**src/rbc_defs.svh**
```systemverilog
// Offsets, reset values and widths of the region bound and manual command registers
`ifndef RBC_DEFS_SVH
`define RBC_DEFS_SVH
// ----------------------------------------
// Register offsets
// ----------------------------------------
`define RBC_OFF_R4_MIN_LO 12'h0C0
`define RBC_OFF_R4_MIN_HI 12'h0C4
`define RBC_OFF_R4_MAX_LO 12'h0C8
`define RBC_OFF_R4_MAX_HI 12'h0CC
`define RBC_OFF_R5_MIN_LO 12'h0D0
`define RBC_OFF_R5_MIN_HI 12'h004
`define RBC_OFF_R5_MAX_LO 12'h008
`define RBC_OFF_R5_MAX_HI 12'h00C
`define RBC_OFF_R6_MIN_LO 12'h0E0
`define RBC_OFF_R6_MIN_HI 12'h0E4
`define RBC_OFF_R6_MAX_LO 12'h0E8
`define RBC_OFF_R6_MAX_HI 12'h0EC
`define RBC_OFF_R7_MIN_LO 12'h0F0
`define RBC_OFF_R7_MIN_HI 12'h0F4
`define RBC_OFF_R7_MAX_LO 12'h0F8
`define RBC_OFF_R7_MAX_HI 12'h0FC
`define RBC_OFF_CHAN_LO 12'h100
`define RBC_OFF_CHAN_HI 12'h104
`define RBC_OFF_CMD_ADDR 12'h108
`define RBC_OFF_CMD_TRIG 12'h10C
`define RBC_OFF_RETRY 12'h110
// ----------------------------------------
// Reset values and field widths
// ----------------------------------------
`define RBC_RST_BOUND 32'h0000_0000
`define RBC_RST_CHAN_LO 32'h0000_0003
`define RBC_RST_CHAN_HI 32'h0000_0000
`define RBC_RST_CMD_ADDR 32'h0000_0000
`define RBC_RST_RETRY 32'h0000_0002
`define RBC_HI_BITS 16
`define RBC_NUM_WORDS 16
`define RBC_NUM_REGIONS 4
`endif

```
**src/rbc_pkg.sv**
```systemverilog
// Types shared by the region bound and manual command register slice
package rbc_pkg;
	// ----------------------------------------
	// Controller state, Gray coded along power-up path
	// ----------------------------------------
	typedef enum logic [2:0] {
		rbc_st_config = 3'h0,
		rbc_st_low_power = 3'h1,
		rbc_st_halted_state = 3'h3,
		rbc_st_ready = 3'h2,
		rbc_st_other = 3'h6
	} rbc_ctrl_state_t;
	// ----------------------------------------
	// Bundles
	// ----------------------------------------
	typedef struct packed {
		logic valid;
		logic [47:0] addr;
	} rbc_req_t;
	typedef struct packed {
		logic launch;
		logic [31:0] code;
		logic [31:0] addr;
	} rbc_cmd_t;
endpackage : rbc_pkg

```
**src/rbc_regs.sv**
```systemverilog
// Region bound registers, channel status and manual command launch
//
// The plain strobed port is this design's own decision.
`timescale 1ns/100ps
`include "rbc_defs.svh"
module rbc_regs (
	input wire logic clk,
	input wire logic reset_n,
	input wire logic [11:0] reg_addr,
	input wire logic [31:0] reg_wdata,
	input wire logic reg_wr,
	input wire logic reg_rd,
	output logic [31:0] reg_rdata,
	input wire rbc_pkg::rbc_ctrl_state_t ctrl_state,
	input wire logic [31:0] chan_status_lo,
	input wire logic [31:0] chan_status_hi,
	input wire rbc_pkg::rbc_req_t req,
	output logic [3:0] region_hit,
	output logic region_hit_valid,
	output rbc_pkg::rbc_cmd_t cmd,
	output logic [31:0] retry_policy
);
	// ----------------------------------------
	// Offsets of the bound words, four per region
	// ----------------------------------------
	localparam logic [11:0] BOUND_OFF [`RBC_NUM_WORDS] = '{
		`RBC_OFF_R4_MIN_LO, `RBC_OFF_R4_MIN_HI, `RBC_OFF_R4_MAX_LO, `RBC_OFF_R4_MAX_HI,
		`RBC_OFF_R5_MIN_LO, `RBC_OFF_R5_MIN_HI, `RBC_OFF_R5_MAX_LO, `RBC_OFF_R5_MAX_HI,
		`RBC_OFF_R6_MIN_LO, `RBC_OFF_R6_MIN_HI, `RBC_OFF_R6_MAX_LO, `RBC_OFF_R6_MAX_HI,
		`RBC_OFF_R7_MIN_LO, `RBC_OFF_R7_MIN_HI, `RBC_OFF_R7_MAX_LO, `RBC_OFF_R7_MAX_HI
	};

	logic [31:0] bound_ff [`RBC_NUM_WORDS];
	logic [31:0] chan_lo_ff;
	logic [31:0] chan_hi_ff;
	logic [31:0] cmd_addr_ff;
	logic [31:0] retry_ff;
	logic [31:0] rdata_ff;
	logic [31:0] nxt_rdata;
	logic cmd_launch_ff;
	logic [31:0] cmd_code_ff;
	logic [3:0] hit_ff;
	logic hit_valid_ff;
	logic [3:0] nxt_hit;
	logic wr_allowed;

	// ----------------------------------------
	// Write permission by controller state
	// ----------------------------------------
	// Only the command registers consult this; bounds and retry policy take writes in any state
	always_comb begin
		case (ctrl_state)
			rbc_pkg::rbc_st_config: wr_allowed = 1'b1;
			rbc_pkg::rbc_st_halted_state: wr_allowed = 1'b1;
			rbc_pkg::rbc_st_ready: wr_allowed = 1'b1;
			default: wr_allowed = 1'b0;
		endcase
	end

	// ----------------------------------------
	// Bound words
	// ----------------------------------------
	// High words keep only bits 47:32; their upper half reads as zero
	genvar gi;
	generate
		for (gi = 0; gi < `RBC_NUM_WORDS; gi = gi + 1) begin : g_bound
			always_ff @(posedge clk or negedge reset_n) begin
				if (!reset_n) begin
					bound_ff[gi] <= `RBC_RST_BOUND;
				end else if (reg_wr && reg_addr == BOUND_OFF[gi]) begin
					if (gi % 2 == 1) begin
						bound_ff[gi] <= {16'h0000, reg_wdata[15:0]};
					end else begin
						bound_ff[gi] <= reg_wdata;
					end
				end
			end
		end
	endgenerate

	// ----------------------------------------
	// Region compare on untranslated request address
	// ----------------------------------------
	generate
		for (gi = 0; gi < `RBC_NUM_REGIONS; gi = gi + 1) begin : g_hit
			logic [47:0] lo_bound;
			logic [47:0] hi_bound;
			assign lo_bound = {bound_ff[4*gi+1][15:0], bound_ff[4*gi]};
			assign hi_bound = {bound_ff[4*gi+3][15:0], bound_ff[4*gi+2]};
			assign nxt_hit[gi] = req.valid && req.addr >= lo_bound && req.addr <= hi_bound;
		end
	endgenerate

	always_ff @(posedge clk or negedge reset_n) begin
		if (!reset_n) begin
			hit_ff <= 4'h0;
			hit_valid_ff <= 1'b0;
		end else begin
			hit_ff <= nxt_hit;
			hit_valid_ff <= req.valid;
		end
	end

	// ----------------------------------------
	// Channel status, read-only copy of the controller's view
	// ----------------------------------------
	always_ff @(posedge clk or negedge reset_n) begin
		if (!reset_n) begin
			chan_lo_ff <= `RBC_RST_CHAN_LO;
			chan_hi_ff <= `RBC_RST_CHAN_HI;
		end else begin
			chan_lo_ff <= chan_status_lo;
			chan_hi_ff <= chan_status_hi;
		end
	end

	// ----------------------------------------
	// Manual command address and retry policy
	// ----------------------------------------
	always_ff @(posedge clk or negedge reset_n) begin
		if (!reset_n) begin
			cmd_addr_ff <= `RBC_RST_CMD_ADDR;
		end else if (reg_wr && reg_addr == `RBC_OFF_CMD_ADDR && wr_allowed) begin
			cmd_addr_ff <= reg_wdata;
		end
	end

	always_ff @(posedge clk or negedge reset_n) begin
		if (!reset_n) begin
			retry_ff <= `RBC_RST_RETRY;
		end else if (reg_wr && reg_addr == `RBC_OFF_RETRY) begin
			retry_ff <= reg_wdata;
		end
	end

	// ----------------------------------------
	// Command launch
	// ----------------------------------------
	// The trigger holds no value; the launched code stands until the next launch
	always_ff @(posedge clk or negedge reset_n) begin
		if (!reset_n) begin
			cmd_launch_ff <= 1'b0;
			cmd_code_ff <= 32'h0000_0000;
		end else begin
			cmd_launch_ff <= reg_wr && reg_addr == `RBC_OFF_CMD_TRIG && wr_allowed;
			if (reg_wr && reg_addr == `RBC_OFF_CMD_TRIG && wr_allowed) begin
				cmd_code_ff <= reg_wdata;
			end
		end
	end

	// ----------------------------------------
	// Read path, data one cycle after the strobe
	// ----------------------------------------
	always_comb begin
		nxt_rdata = 32'h0000_0000;
		for (int i = 0; i < `RBC_NUM_WORDS; i++) begin
			if (reg_addr == BOUND_OFF[i]) begin
				nxt_rdata = bound_ff[i];
			end
		end
		case (reg_addr)
			`RBC_OFF_CHAN_LO: nxt_rdata = chan_lo_ff;
			`RBC_OFF_CHAN_HI: nxt_rdata = chan_hi_ff;
			`RBC_OFF_CMD_ADDR: nxt_rdata = cmd_addr_ff;
			`RBC_OFF_CMD_TRIG: nxt_rdata = 32'h0000_0000;
			`RBC_OFF_RETRY: nxt_rdata = retry_ff;
			default: nxt_rdata = nxt_rdata;
		endcase
	end

	// Idle cycles return zero so a stale word never looks like a fresh answer
	always_ff @(posedge clk or negedge reset_n) begin
		if (!reset_n) begin
			rdata_ff <= 32'h0000_0000;
		end else if (reg_rd) begin
			rdata_ff <= nxt_rdata;
		end else begin
			rdata_ff <= 32'h0000_0000;
		end
	end

	assign reg_rdata = rdata_ff;
	assign region_hit = hit_ff;
	assign region_hit_valid = hit_valid_ff;
	assign cmd = '{launch: cmd_launch_ff, code: cmd_code_ff, addr: cmd_addr_ff};
	assign retry_policy = retry_ff;

	// ----------------------------------------
	// Checks
	// ----------------------------------------
	a_bound_write: assert property (@(posedge clk) disable iff (!reset_n)
		reg_wr && reg_addr == `RBC_OFF_R6_MAX_LO && !wr_allowed
		|=> bound_ff[10] == $past(reg_wdata))
		else $error("bound word write lost");

	a_high_trunc: assert property (@(posedge clk) disable iff (!reset_n)
		reg_wr && reg_addr == `RBC_OFF_R5_MIN_HI
		|=> bound_ff[5] == {16'h0000, $past(reg_wdata[15:0])})
		else $error("high bound word not 16 bits");

	a_hit_region: assert property (@(posedge clk) disable iff (!reset_n)
		req.valid && req.addr >= {bound_ff[1][15:0], bound_ff[0]}
		&& req.addr <= {bound_ff[3][15:0], bound_ff[2]}
		|=> region_hit[0] && region_hit_valid)
		else $error("region 4 hit missed");

	a_status_read: assert property (@(posedge clk) disable iff (!reset_n)
		reg_rd && reg_addr == `RBC_OFF_CHAN_LO |=> reg_rdata == $past(chan_lo_ff))
		else $error("status low read wrong");

	a_status_ro: assert property (@(posedge clk) disable iff (!reset_n)
		reg_wr && reg_addr == `RBC_OFF_CHAN_HI |=> chan_hi_ff == $past(chan_status_hi))
		else $error("status word changed by write");

	a_addr_guard: assert property (@(posedge clk) disable iff (!reset_n)
		reg_wr && reg_addr == `RBC_OFF_CMD_ADDR && !wr_allowed |=> $stable(cmd.addr))
		else $error("command address written in barred state");

	a_trig_pulse: assert property (@(posedge clk) disable iff (!reset_n)
		reg_wr && reg_addr == `RBC_OFF_CMD_TRIG && wr_allowed
		|=> cmd.launch && cmd.code == $past(reg_wdata) ##1 !cmd.launch || $past(reg_wr))
		else $error("trigger did not launch one command");

	a_trig_refuse: assert property (@(posedge clk) disable iff (!reset_n)
		!(reg_wr && reg_addr == `RBC_OFF_CMD_TRIG && wr_allowed) |=> !cmd.launch)
		else $error("command launched without accepted write");

	a_trig_read: assert property (@(posedge clk) disable iff (!reset_n)
		reg_rd && reg_addr == `RBC_OFF_CMD_TRIG |=> reg_rdata == 32'h0000_0000)
		else $error("trigger register readable");

	a_retry_any: assert property (@(posedge clk) disable iff (!reset_n)
		reg_wr && reg_addr == `RBC_OFF_RETRY |=> retry_policy == $past(reg_wdata))
		else $error("retry policy write lost");

	a_low_write: assert property (@(posedge clk) disable iff (!reset_n)
		reg_wr && reg_addr == `RBC_OFF_R4_MIN_LO
		|=> bound_ff[0] == $past(reg_wdata))
		else $error("low bound word write lost");

	a_high_keep: assert property (@(posedge clk) disable iff (!reset_n)
		reg_wr && reg_addr == `RBC_OFF_R7_MAX_HI
		|=> bound_ff[15] == {16'h0000, $past(reg_wdata[15:0])})
		else $error("upper bound high word not 16 bits");

	a_bound_hold: assert property (@(posedge clk) disable iff (!reset_n)
		!reg_wr
		|=> $stable(bound_ff[10]))
		else $error("bound word changed without a write");

	a_bound_read: assert property (@(posedge clk) disable iff (!reset_n)
		reg_rd && reg_addr == `RBC_OFF_R5_MIN_HI
		|=> reg_rdata == $past(bound_ff[5]))
		else $error("bound word read wrong");

	a_hit_idle: assert property (@(posedge clk) disable iff (!reset_n)
		!req.valid
		|=> region_hit == 4'h0 && !region_hit_valid)
		else $error("region hit without a request");

	a_hit_flag: assert property (@(posedge clk) disable iff (!reset_n)
		req.valid
		|=> region_hit_valid)
		else $error("request not flagged");

	a_status_follow: assert property (@(posedge clk) disable iff (!reset_n)
		reset_n
		|=> chan_lo_ff == $past(chan_status_lo) && chan_hi_ff == $past(chan_status_hi))
		else $error("status words not tracking the controller");

	a_addr_write: assert property (@(posedge clk) disable iff (!reset_n)
		reg_wr && reg_addr == `RBC_OFF_CMD_ADDR && wr_allowed
		|=> cmd.addr == $past(reg_wdata))
		else $error("command address write lost");

	a_addr_read: assert property (@(posedge clk) disable iff (!reset_n)
		reg_rd && reg_addr == `RBC_OFF_CMD_ADDR
		|=> reg_rdata == $past(cmd_addr_ff))
		else $error("command address read wrong");

	a_code_hold: assert property (@(posedge clk) disable iff (!reset_n)
		!(reg_wr && reg_addr == `RBC_OFF_CMD_TRIG && wr_allowed)
		|=> $stable(cmd.code))
		else $error("command code changed without accepted trigger");

	a_retry_hold: assert property (@(posedge clk) disable iff (!reset_n)
		!reg_wr
		|=> $stable(retry_policy))
		else $error("retry policy changed without a write");

	a_retry_read: assert property (@(posedge clk) disable iff (!reset_n)
		reg_rd && reg_addr == `RBC_OFF_RETRY
		|=> reg_rdata == $past(retry_ff))
		else $error("retry policy read wrong");

	a_rdata_idle: assert property (@(posedge clk) disable iff (!reset_n)
		!reg_rd
		|=> reg_rdata == 32'h0000_0000)
		else $error("read data outside its answer cycle");
endmodule : rbc_regs

```
**config.mk**
```make
export PLATFORM = sky130hd
export DESIGN_NAME = rbc_regs
export DESIGN_NICKNAME = d
export VERILOG_FILES = /design/src/rbc_pkg.sv /design/src/rbc_regs.sv
export VERILOG_INCLUDE_DIRS = /design/src
export SDC_FILE = /design/constraint.sdc
export NUM_CORES = 1
export LEC_CHECK = 0
export ABC_CLOCK_PERIOD_IN_PS = 3500
export BUFFER_PORTS_ARGS = -buffer_cell sky130_fd_sc_hd__buf_4
export CAP_MARGIN = 0
export CORE_MARGIN = 1
export CORE_UTILIZATION = 30
export DETAILED_ROUTE_END_ITERATION = 8
export PLACE_DENSITY = 0.5
export RECOVER_POWER = 25
export SLEW_MARGIN = 10
export SYNTH_ARGS = -nofsm -noshare
export SYNTH_HDL_FRONTEND = slang
export SYNTH_SLANG_ARGS = --single-unit
```
**constraint.sdc**
```tcl
create_clock -name clk -period 3.5 [get_ports clk]
set_clock_uncertainty 0.2 [all_clocks]
set_input_delay 0.525 -clock clk [delete_from_list [all_inputs] [get_ports clk]]
set_output_delay 0.525 -clock clk [all_outputs]
set_load 0.1 [all_outputs]
```
=== Yosys cells after proc, flatten, opt, wreduce, memory -nomap -nowiden ===
Index checks and enable logic that the tools add are counted.

* Reduce and logical (&&, ||, !) cells: 31
* Mux-type cells: 19
* Equal/unequal tests: 23
* $lt $le $gt $ge: 8

{| class="wikitable"
|+ Operators with widths
! operator !! number
|-
| $mux W32 || 17
|-
| $ge A48 B48 Y1 || 4
|-
| $le A48 B48 Y1 || 4
|-
| $pmux W32 S5 || 1
|-
| $eq A12 B8 Y1 const B || 13
|-
| $eq A12 B9 Y1 const B || 5
|-
| $logic_and A1 B1 Y1 || 29
|-
| $eq A12 B4 Y1 const B || 2
|-
| $eq A12 B3 Y1 const B || 1
|-
| $eq A3 B2 Y1 const B || 2
|-
| $logic_not A3 Y1 || 1
|-
| $reduce_or A3 Y1 || 1
|-
| $mux W1 || 1
|}

* Bits in registers: 582
* Output and inout bits: 134

=== Longest topological paths before layout ===
* Depth in word-level cells: 19
* Gate-level depth with buffers: 10
* Depth with buffers taken out: 9

=== Worst setup path before layout ===
No wires, ideal clock.

* Kind: input-to-reg
* From: input port reg_addr[8]
* To: register rdata_ff[4], in the netlist reg_rdata[4]
* Setup slack: 0.904 ns
* Data required time: 3.175 ns
* Stages: 9
* Arrival: 2.271 ns
* Library setup time: 0.125 ns
* Cells stage by stage: or4_4 -> or2_1 -> buf_4 -> or2_1 -> buf_2 -> o221ai_1 -> a221oi_1 -> a21oi_1 -> o21ai_1

* Longest elaborated chain between the ends: 19
* Elaborated cells between the ends (all ways): 39
* Classes of those cells: 21 x eq/ne; 18 x mux

{| class="wikitable"
|+ RTL lines
! item !! line !! text
|-
| from (decl) || rbc_regs.sv:9 || <nowiki>input wire logic [11:0] reg_addr,</nowiki>
|-
| $eq A12 B8 Y1 || rbc_regs.sv:158 || <nowiki>if (reg_addr == BOUND_OFF[i]) begin</nowiki>
|-
| $mux W32 (16 in a row) || rbc_regs.sv:158 ||
|-
| $pmux W32 S5 (*) || rbc_regs.sv:162 || <nowiki>case (reg_addr)</nowiki>
|-
| $mux W32 (*) || rbc_regs.sv:176 || <nowiki>end else if (reg_rd) begin</nowiki>
|-
| to (signal assigned) || rbc_regs.sv:177 || <nowiki>rdata_ff <= nxt_rdata;</nowiki>
|-
| to (decl) || rbc_regs.sv:38 || <nowiki>logic [31:0] rdata_ff;</nowiki>
|}

Every way passes the cells marked *; elsewhere a longest branch is shown, timed or not.
A chain may end at the register's enable or synchronous reset.

=== Worst setup path after layout ===
* From: register bound_ff[96] (netlist name)
* To: register hit_ff[3], in the netlist region_hit[3]

* Longest elaborated chain between the ends: 3

{| class="wikitable"
|+ RTL lines
! item !! line !! text
|-
| from (decl) || rbc_regs.sv:33 || <nowiki>logic [31:0] bound_ff [`RBC_NUM_WORDS];</nowiki>
|-
| from (signal, indexed assignment) || rbc_regs.sv:69 || <nowiki>bound_ff[gi] <= `RBC_RST_BOUND;</nowiki>
|-
| from (signal, indexed assignment) || rbc_regs.sv:72 || <nowiki>bound_ff[gi] <= {16'h0000, reg_wdata[15:0]};</nowiki>
|-
| from (signal, indexed assignment) || rbc_regs.sv:74 || <nowiki>bound_ff[gi] <= reg_wdata;</nowiki>
|-
| $ge A48 B48 Y1 || rbc_regs.sv:90 || <nowiki>assign nxt_hit[gi] = req.valid && req.addr >= lo_bound && req.addr <= hi_bound;</nowiki>
|-
| $logic_and A1 B1 Y1 (2 in a row) || rbc_regs.sv:90 ||
|-
| named net nxt_hit[3] || rbc_regs.sv:44 || <nowiki>logic [3:0] nxt_hit;</nowiki>
|-
| to (signal assigned) || rbc_regs.sv:99 || <nowiki>hit_ff <= nxt_hit;</nowiki>
|-
| to (decl) || rbc_regs.sv:42 || <nowiki>logic [3:0] hit_ff;</nowiki>
|}

The timed path passes the listed nets, and every way through them passes these cells.

==> results_dict.tcl <==
set metrics [dict create \
    synth_ff_type "dfrtp_1" \
    numCtsBuffers 71 \
    h-tree-depth 3 \
    rsz0062_at_grt "no" \
    grt_overflow_total 0 \
    area_growth_pct 23.34 \
    grt_pass1_wl_um 189400 \
    clkSlewWorstSetupHoldPaths_ns 0.06 \
    p_switching_mw 4.075 \
    crit_fanout 3 \
    start_util 0.3027 \
    end_kind "register" \
    port_buffers 297 \
    vdd_drop_max_v 0.0003707 \
    worst_slew_pin_slew_ns 2.302 \
    synth_cell_types 82 \
    pwr-share-comb 0.091 \
    avgRoutedWirePerCell_um 25.36 \
    max_slew_margin -0.5345 \
    drc 0 \
    clk_latency_ns 0.62 \
    hold_path_end "bound_ff[56]" \
    grt_max_degree 76 \
    worst-setup-path-type "reg2reg" \
    grt_antenna_before_repair 2 \
    cts_tree "yes" \
    io_pins 298 \
    post_cts_buffers 0 \
    async_flop_share 1.000 \
    drv_slew 56 \
    cp_data_arrival_time_ns 3.40 \
    cap_violations 1 \
    finalHoldViolations 0 \
    clockPowerShare 0.490 \
    avgSynthCellArea_um2 10.86 \
    synth_fp_nets 3688 \
    setup_viol 0 \
    die_w_um 339.2 \
    power_mw 16.29 \
    cellLeakagePower_nw 19.23 \
    switching_share 0.2502 \
    drt-total-wl_um 129800 \
    power_density_nw_per_um2 387.3 \
    syn-instance-count 3140 \
    timing.rr.start "bound_ff[96]" \
    grt_usage 0.2227 \
    vias 27080 \
    die_area_um2 115000 \
    fmax_ghz 0.3227 \
    gp_congestion 0.9179 \
    hold_path_class "in2reg" \
    drive_above_1_share 0.3019 \
    cp-start-kind "register" \
    crit_start "bound_ff[96]" \
    period_share 0.8853 \
    core_um2 112700 \
    r2r_cells 8 \
    first_pass_iters 6 \
    synth-edff-count 0 \
    tns_ns 0 \
    die_h_um 339.2 \
    placed_area_um2 38930 \
    fp-row-count 123 \
    status "finished with violations" \
    period_needed_ns 3.099 \
    clockRootBuffer "clkbuf_16" \
    routed_via_density 5.293 \
    violations "max-capacitance violations, max-slew violations" \
    ys_seq_area_frac 0.4272 \
    hold_start "reg_wdata[24]" \
    netlist_area_um2 34100 \
    place.detailed.hpwl_um 99980 \
    postLayoutCellArea_um2 42060 \
    r2r-end "region_hit[3]" \
    critPathRequiredTime_ns 3.80 \
    yosysWarnings 0 \
    drt_iter0_drc 2053 \
    antenna_left 0 \
    min_path_cells 2 \
    clockBufferDepth 3 \
    r2r_slack_ns 0.40 \
    clock_sinks 582 \
    p_int_mw 12.21 \
    final_net_count 4110 \
    pwr-share-seq 0.419 \
    grt_pass1_vias 27150 \
    ys_seq_elements 582 \
]
==> placed cells by master (no fill, tap or decap), drive strengths merged, types with 20 or more instances in the layout <==
cell type	synthesis	routed
dlygate4sd3	0	65
buf	81	370
a221oi	42	42
dfrtp	579	579
clkbuf	77	178
nand3	94	94
nor3	36	36
and3	23	23
inv	383	386
o21ai	127	127
a21oi	154	154
a222oi	24	24
a22oi	41	41
mux2	489	489
a211oi	47	47
a22o	20	20
o221ai	25	25
a21o	20	20
nand4	74	74
nand2	124	124
ha	384	384
nor2	75	75
o22ai	27	27
==> timing repair <==
item                                   4_1_cts  5_1_grt
setup endpoints to repair                    0        0
resized for setup                            0        0
endpoints found under the hold margin      111        0
hold buffers                                65        0
==> worst max-delay path by stage <==
stage | end | slack [ns] | cells past startpoint
finish | region_hit[3] | 0.40 | 8
global route | bound_ff[249] | 0.20 | 3
CTS | region_hit[3] | 0.35 | 9
detailed placement | region_hit[3] | -0.09 | 10
global placement | region_hit[3] | -0.07 | 10
floorplan | reg_rdata[4] | 0.90 | 9
==> sequential cells by signal, summed over array words and instances (netlist names), 4 cells and up <==
signal        flops
bound_ff        384
chan_hi_ff       32
chan_lo_ff       32
cmd_addr_ff      32
cmd_code_ff      32
reg_rdata        32
retry_policy     32
region_hit        4
==> metrics by stage <==
stage                     hold slack (ns)  setup slack, ns  std cells    util
after floorplan                   0.02941           0.9040       3140       -
after global placement             0.2749         -0.06815       4924  0.3456
after detailed placement           0.2816         -0.08539       4924  0.3456
after CTS                         0.04082           0.3502       5114  0.3736
after global routing              0.08132           0.2032       5114  0.3733
final                             0.09873           0.4013       5117  0.3734
==> layout make-up <==
class                      instances  area (um^2)
fill                           11250        70590
sequential                       582        14570
tap                             1500         1877
inverter                         383         1438
antenna                            3        7.507
clock inverter                    19        317.8
multi-input combinational       2017        17500
clock buffer                     106         2181
timing repair buffer             507         4169
==> synth_stat cells, drive strengths merged, types with 4 or more instances <==
| library cell | number | area, um^2 |
|---|---|---|
| o221ai | 25 | 225.2 |
| mux4 | 6 | 135.1 |
| a22o | 20 | 175.2 |
| o22ai | 27 | 168.9 |
| nor2 | 75 | 304.0 |
| nand4 | 74 | 462.9 |
| o2bb2ai | 4 | 35.03 |
| a31oi | 10 | 62.56 |
| dfrtp | 579 | 14490 |
| nand2b | 13 | 81.33 |
| nand2 | 124 | 468.0 |
| nor2b | 12 | 75.07 |
| a222oi | 24 | 240.2 |
| a21oi | 154 | 774.5 |
| a21o | 20 | 150.1 |
| or3 | 4 | 25.02 |
| a22oi | 41 | 307.8 |
| or4 | 6 | 48.80 |
| and3 | 23 | 143.9 |
| and4 | 8 | 70.07 |
| inv | 383 | 1438 |
| a2111oi | 15 | 131.4 |
| nand3 | 94 | 470.5 |
| nor3b | 6 | 56.31 |
| nor3 | 36 | 230.2 |
| o211ai | 14 | 105.1 |
| nor4 | 13 | 127.6 |
| nor4b | 5 | 50.04 |
| mux2 | 489 | 5507 |
| o21a | 10 | 75.07 |
| buf | 81 | 389.1 |
| a211oi | 47 | 357.8 |
| a221oi | 42 | 367.9 |
| clkbuf | 77 | 289.0 |
| or2 | 9 | 56.30 |
| o21ai | 127 | 635.6 |
| ha | 384 | 4805 |
| o31ai | 9 | 67.56 |
| a211o | 6 | 52.55 |
| a21boi | 5 | 37.54 |
==> cell families (layout without fill, tap and decap cells) <==
| kind of cell | Yosys count | after routing | synth area share |
|---|---|---|---|
| AO/OA/AOI/OAI | 625 | 625 | 0.1231 |
| adder cells (fa/ha/maj) | 384 | 384 | 0.1409 |
| buffers and inverters | 541 | 1015 | 0.06204 |
| flip-flops | 582 | 582 | 0.4272 |
| multiplexers | 495 | 495 | 0.1654 |
| other | 0 | 3 | 0 |
| AND/OR/NAND/NOR | 513 | 513 | 0.08131 |
==> routing by layer <==
metal,vias up,GRT usage,routed length [um]
met5,-,0,10
met4,2,0.05590,2969
met3,141,0.03719,8457
met2,874,0.3464,57790
met1,13760,0.3195,60540
li1,12310,-,-
==> critical path: stages (launching register included) <==
cell	delay [ns]
dfrtp_1	0.48
ha_1	0.31
nand2b_1	0.23
a2111oi_0	0.44
or4_1	0.22
a31oi_1	0.20
o31ai_1	0.57
a211oi_1	0.16
o22a_1	0.18
==> power groups by stage <==
stage | Clock, mW | Combinational [mW] | Sequential (mW)
floorplan | 0 | 0.583 | 6.99
global placement | 0 | 1.42 | 6.95
detailed placement | 0 | 1.43 | 6.95
CTS | 8.14 | 1.50 | 6.83
global route | 8.40 | 1.64 | 6.83
finish | 7.98 | 1.48 | 6.83
Power figures use the tool's default switching activity.
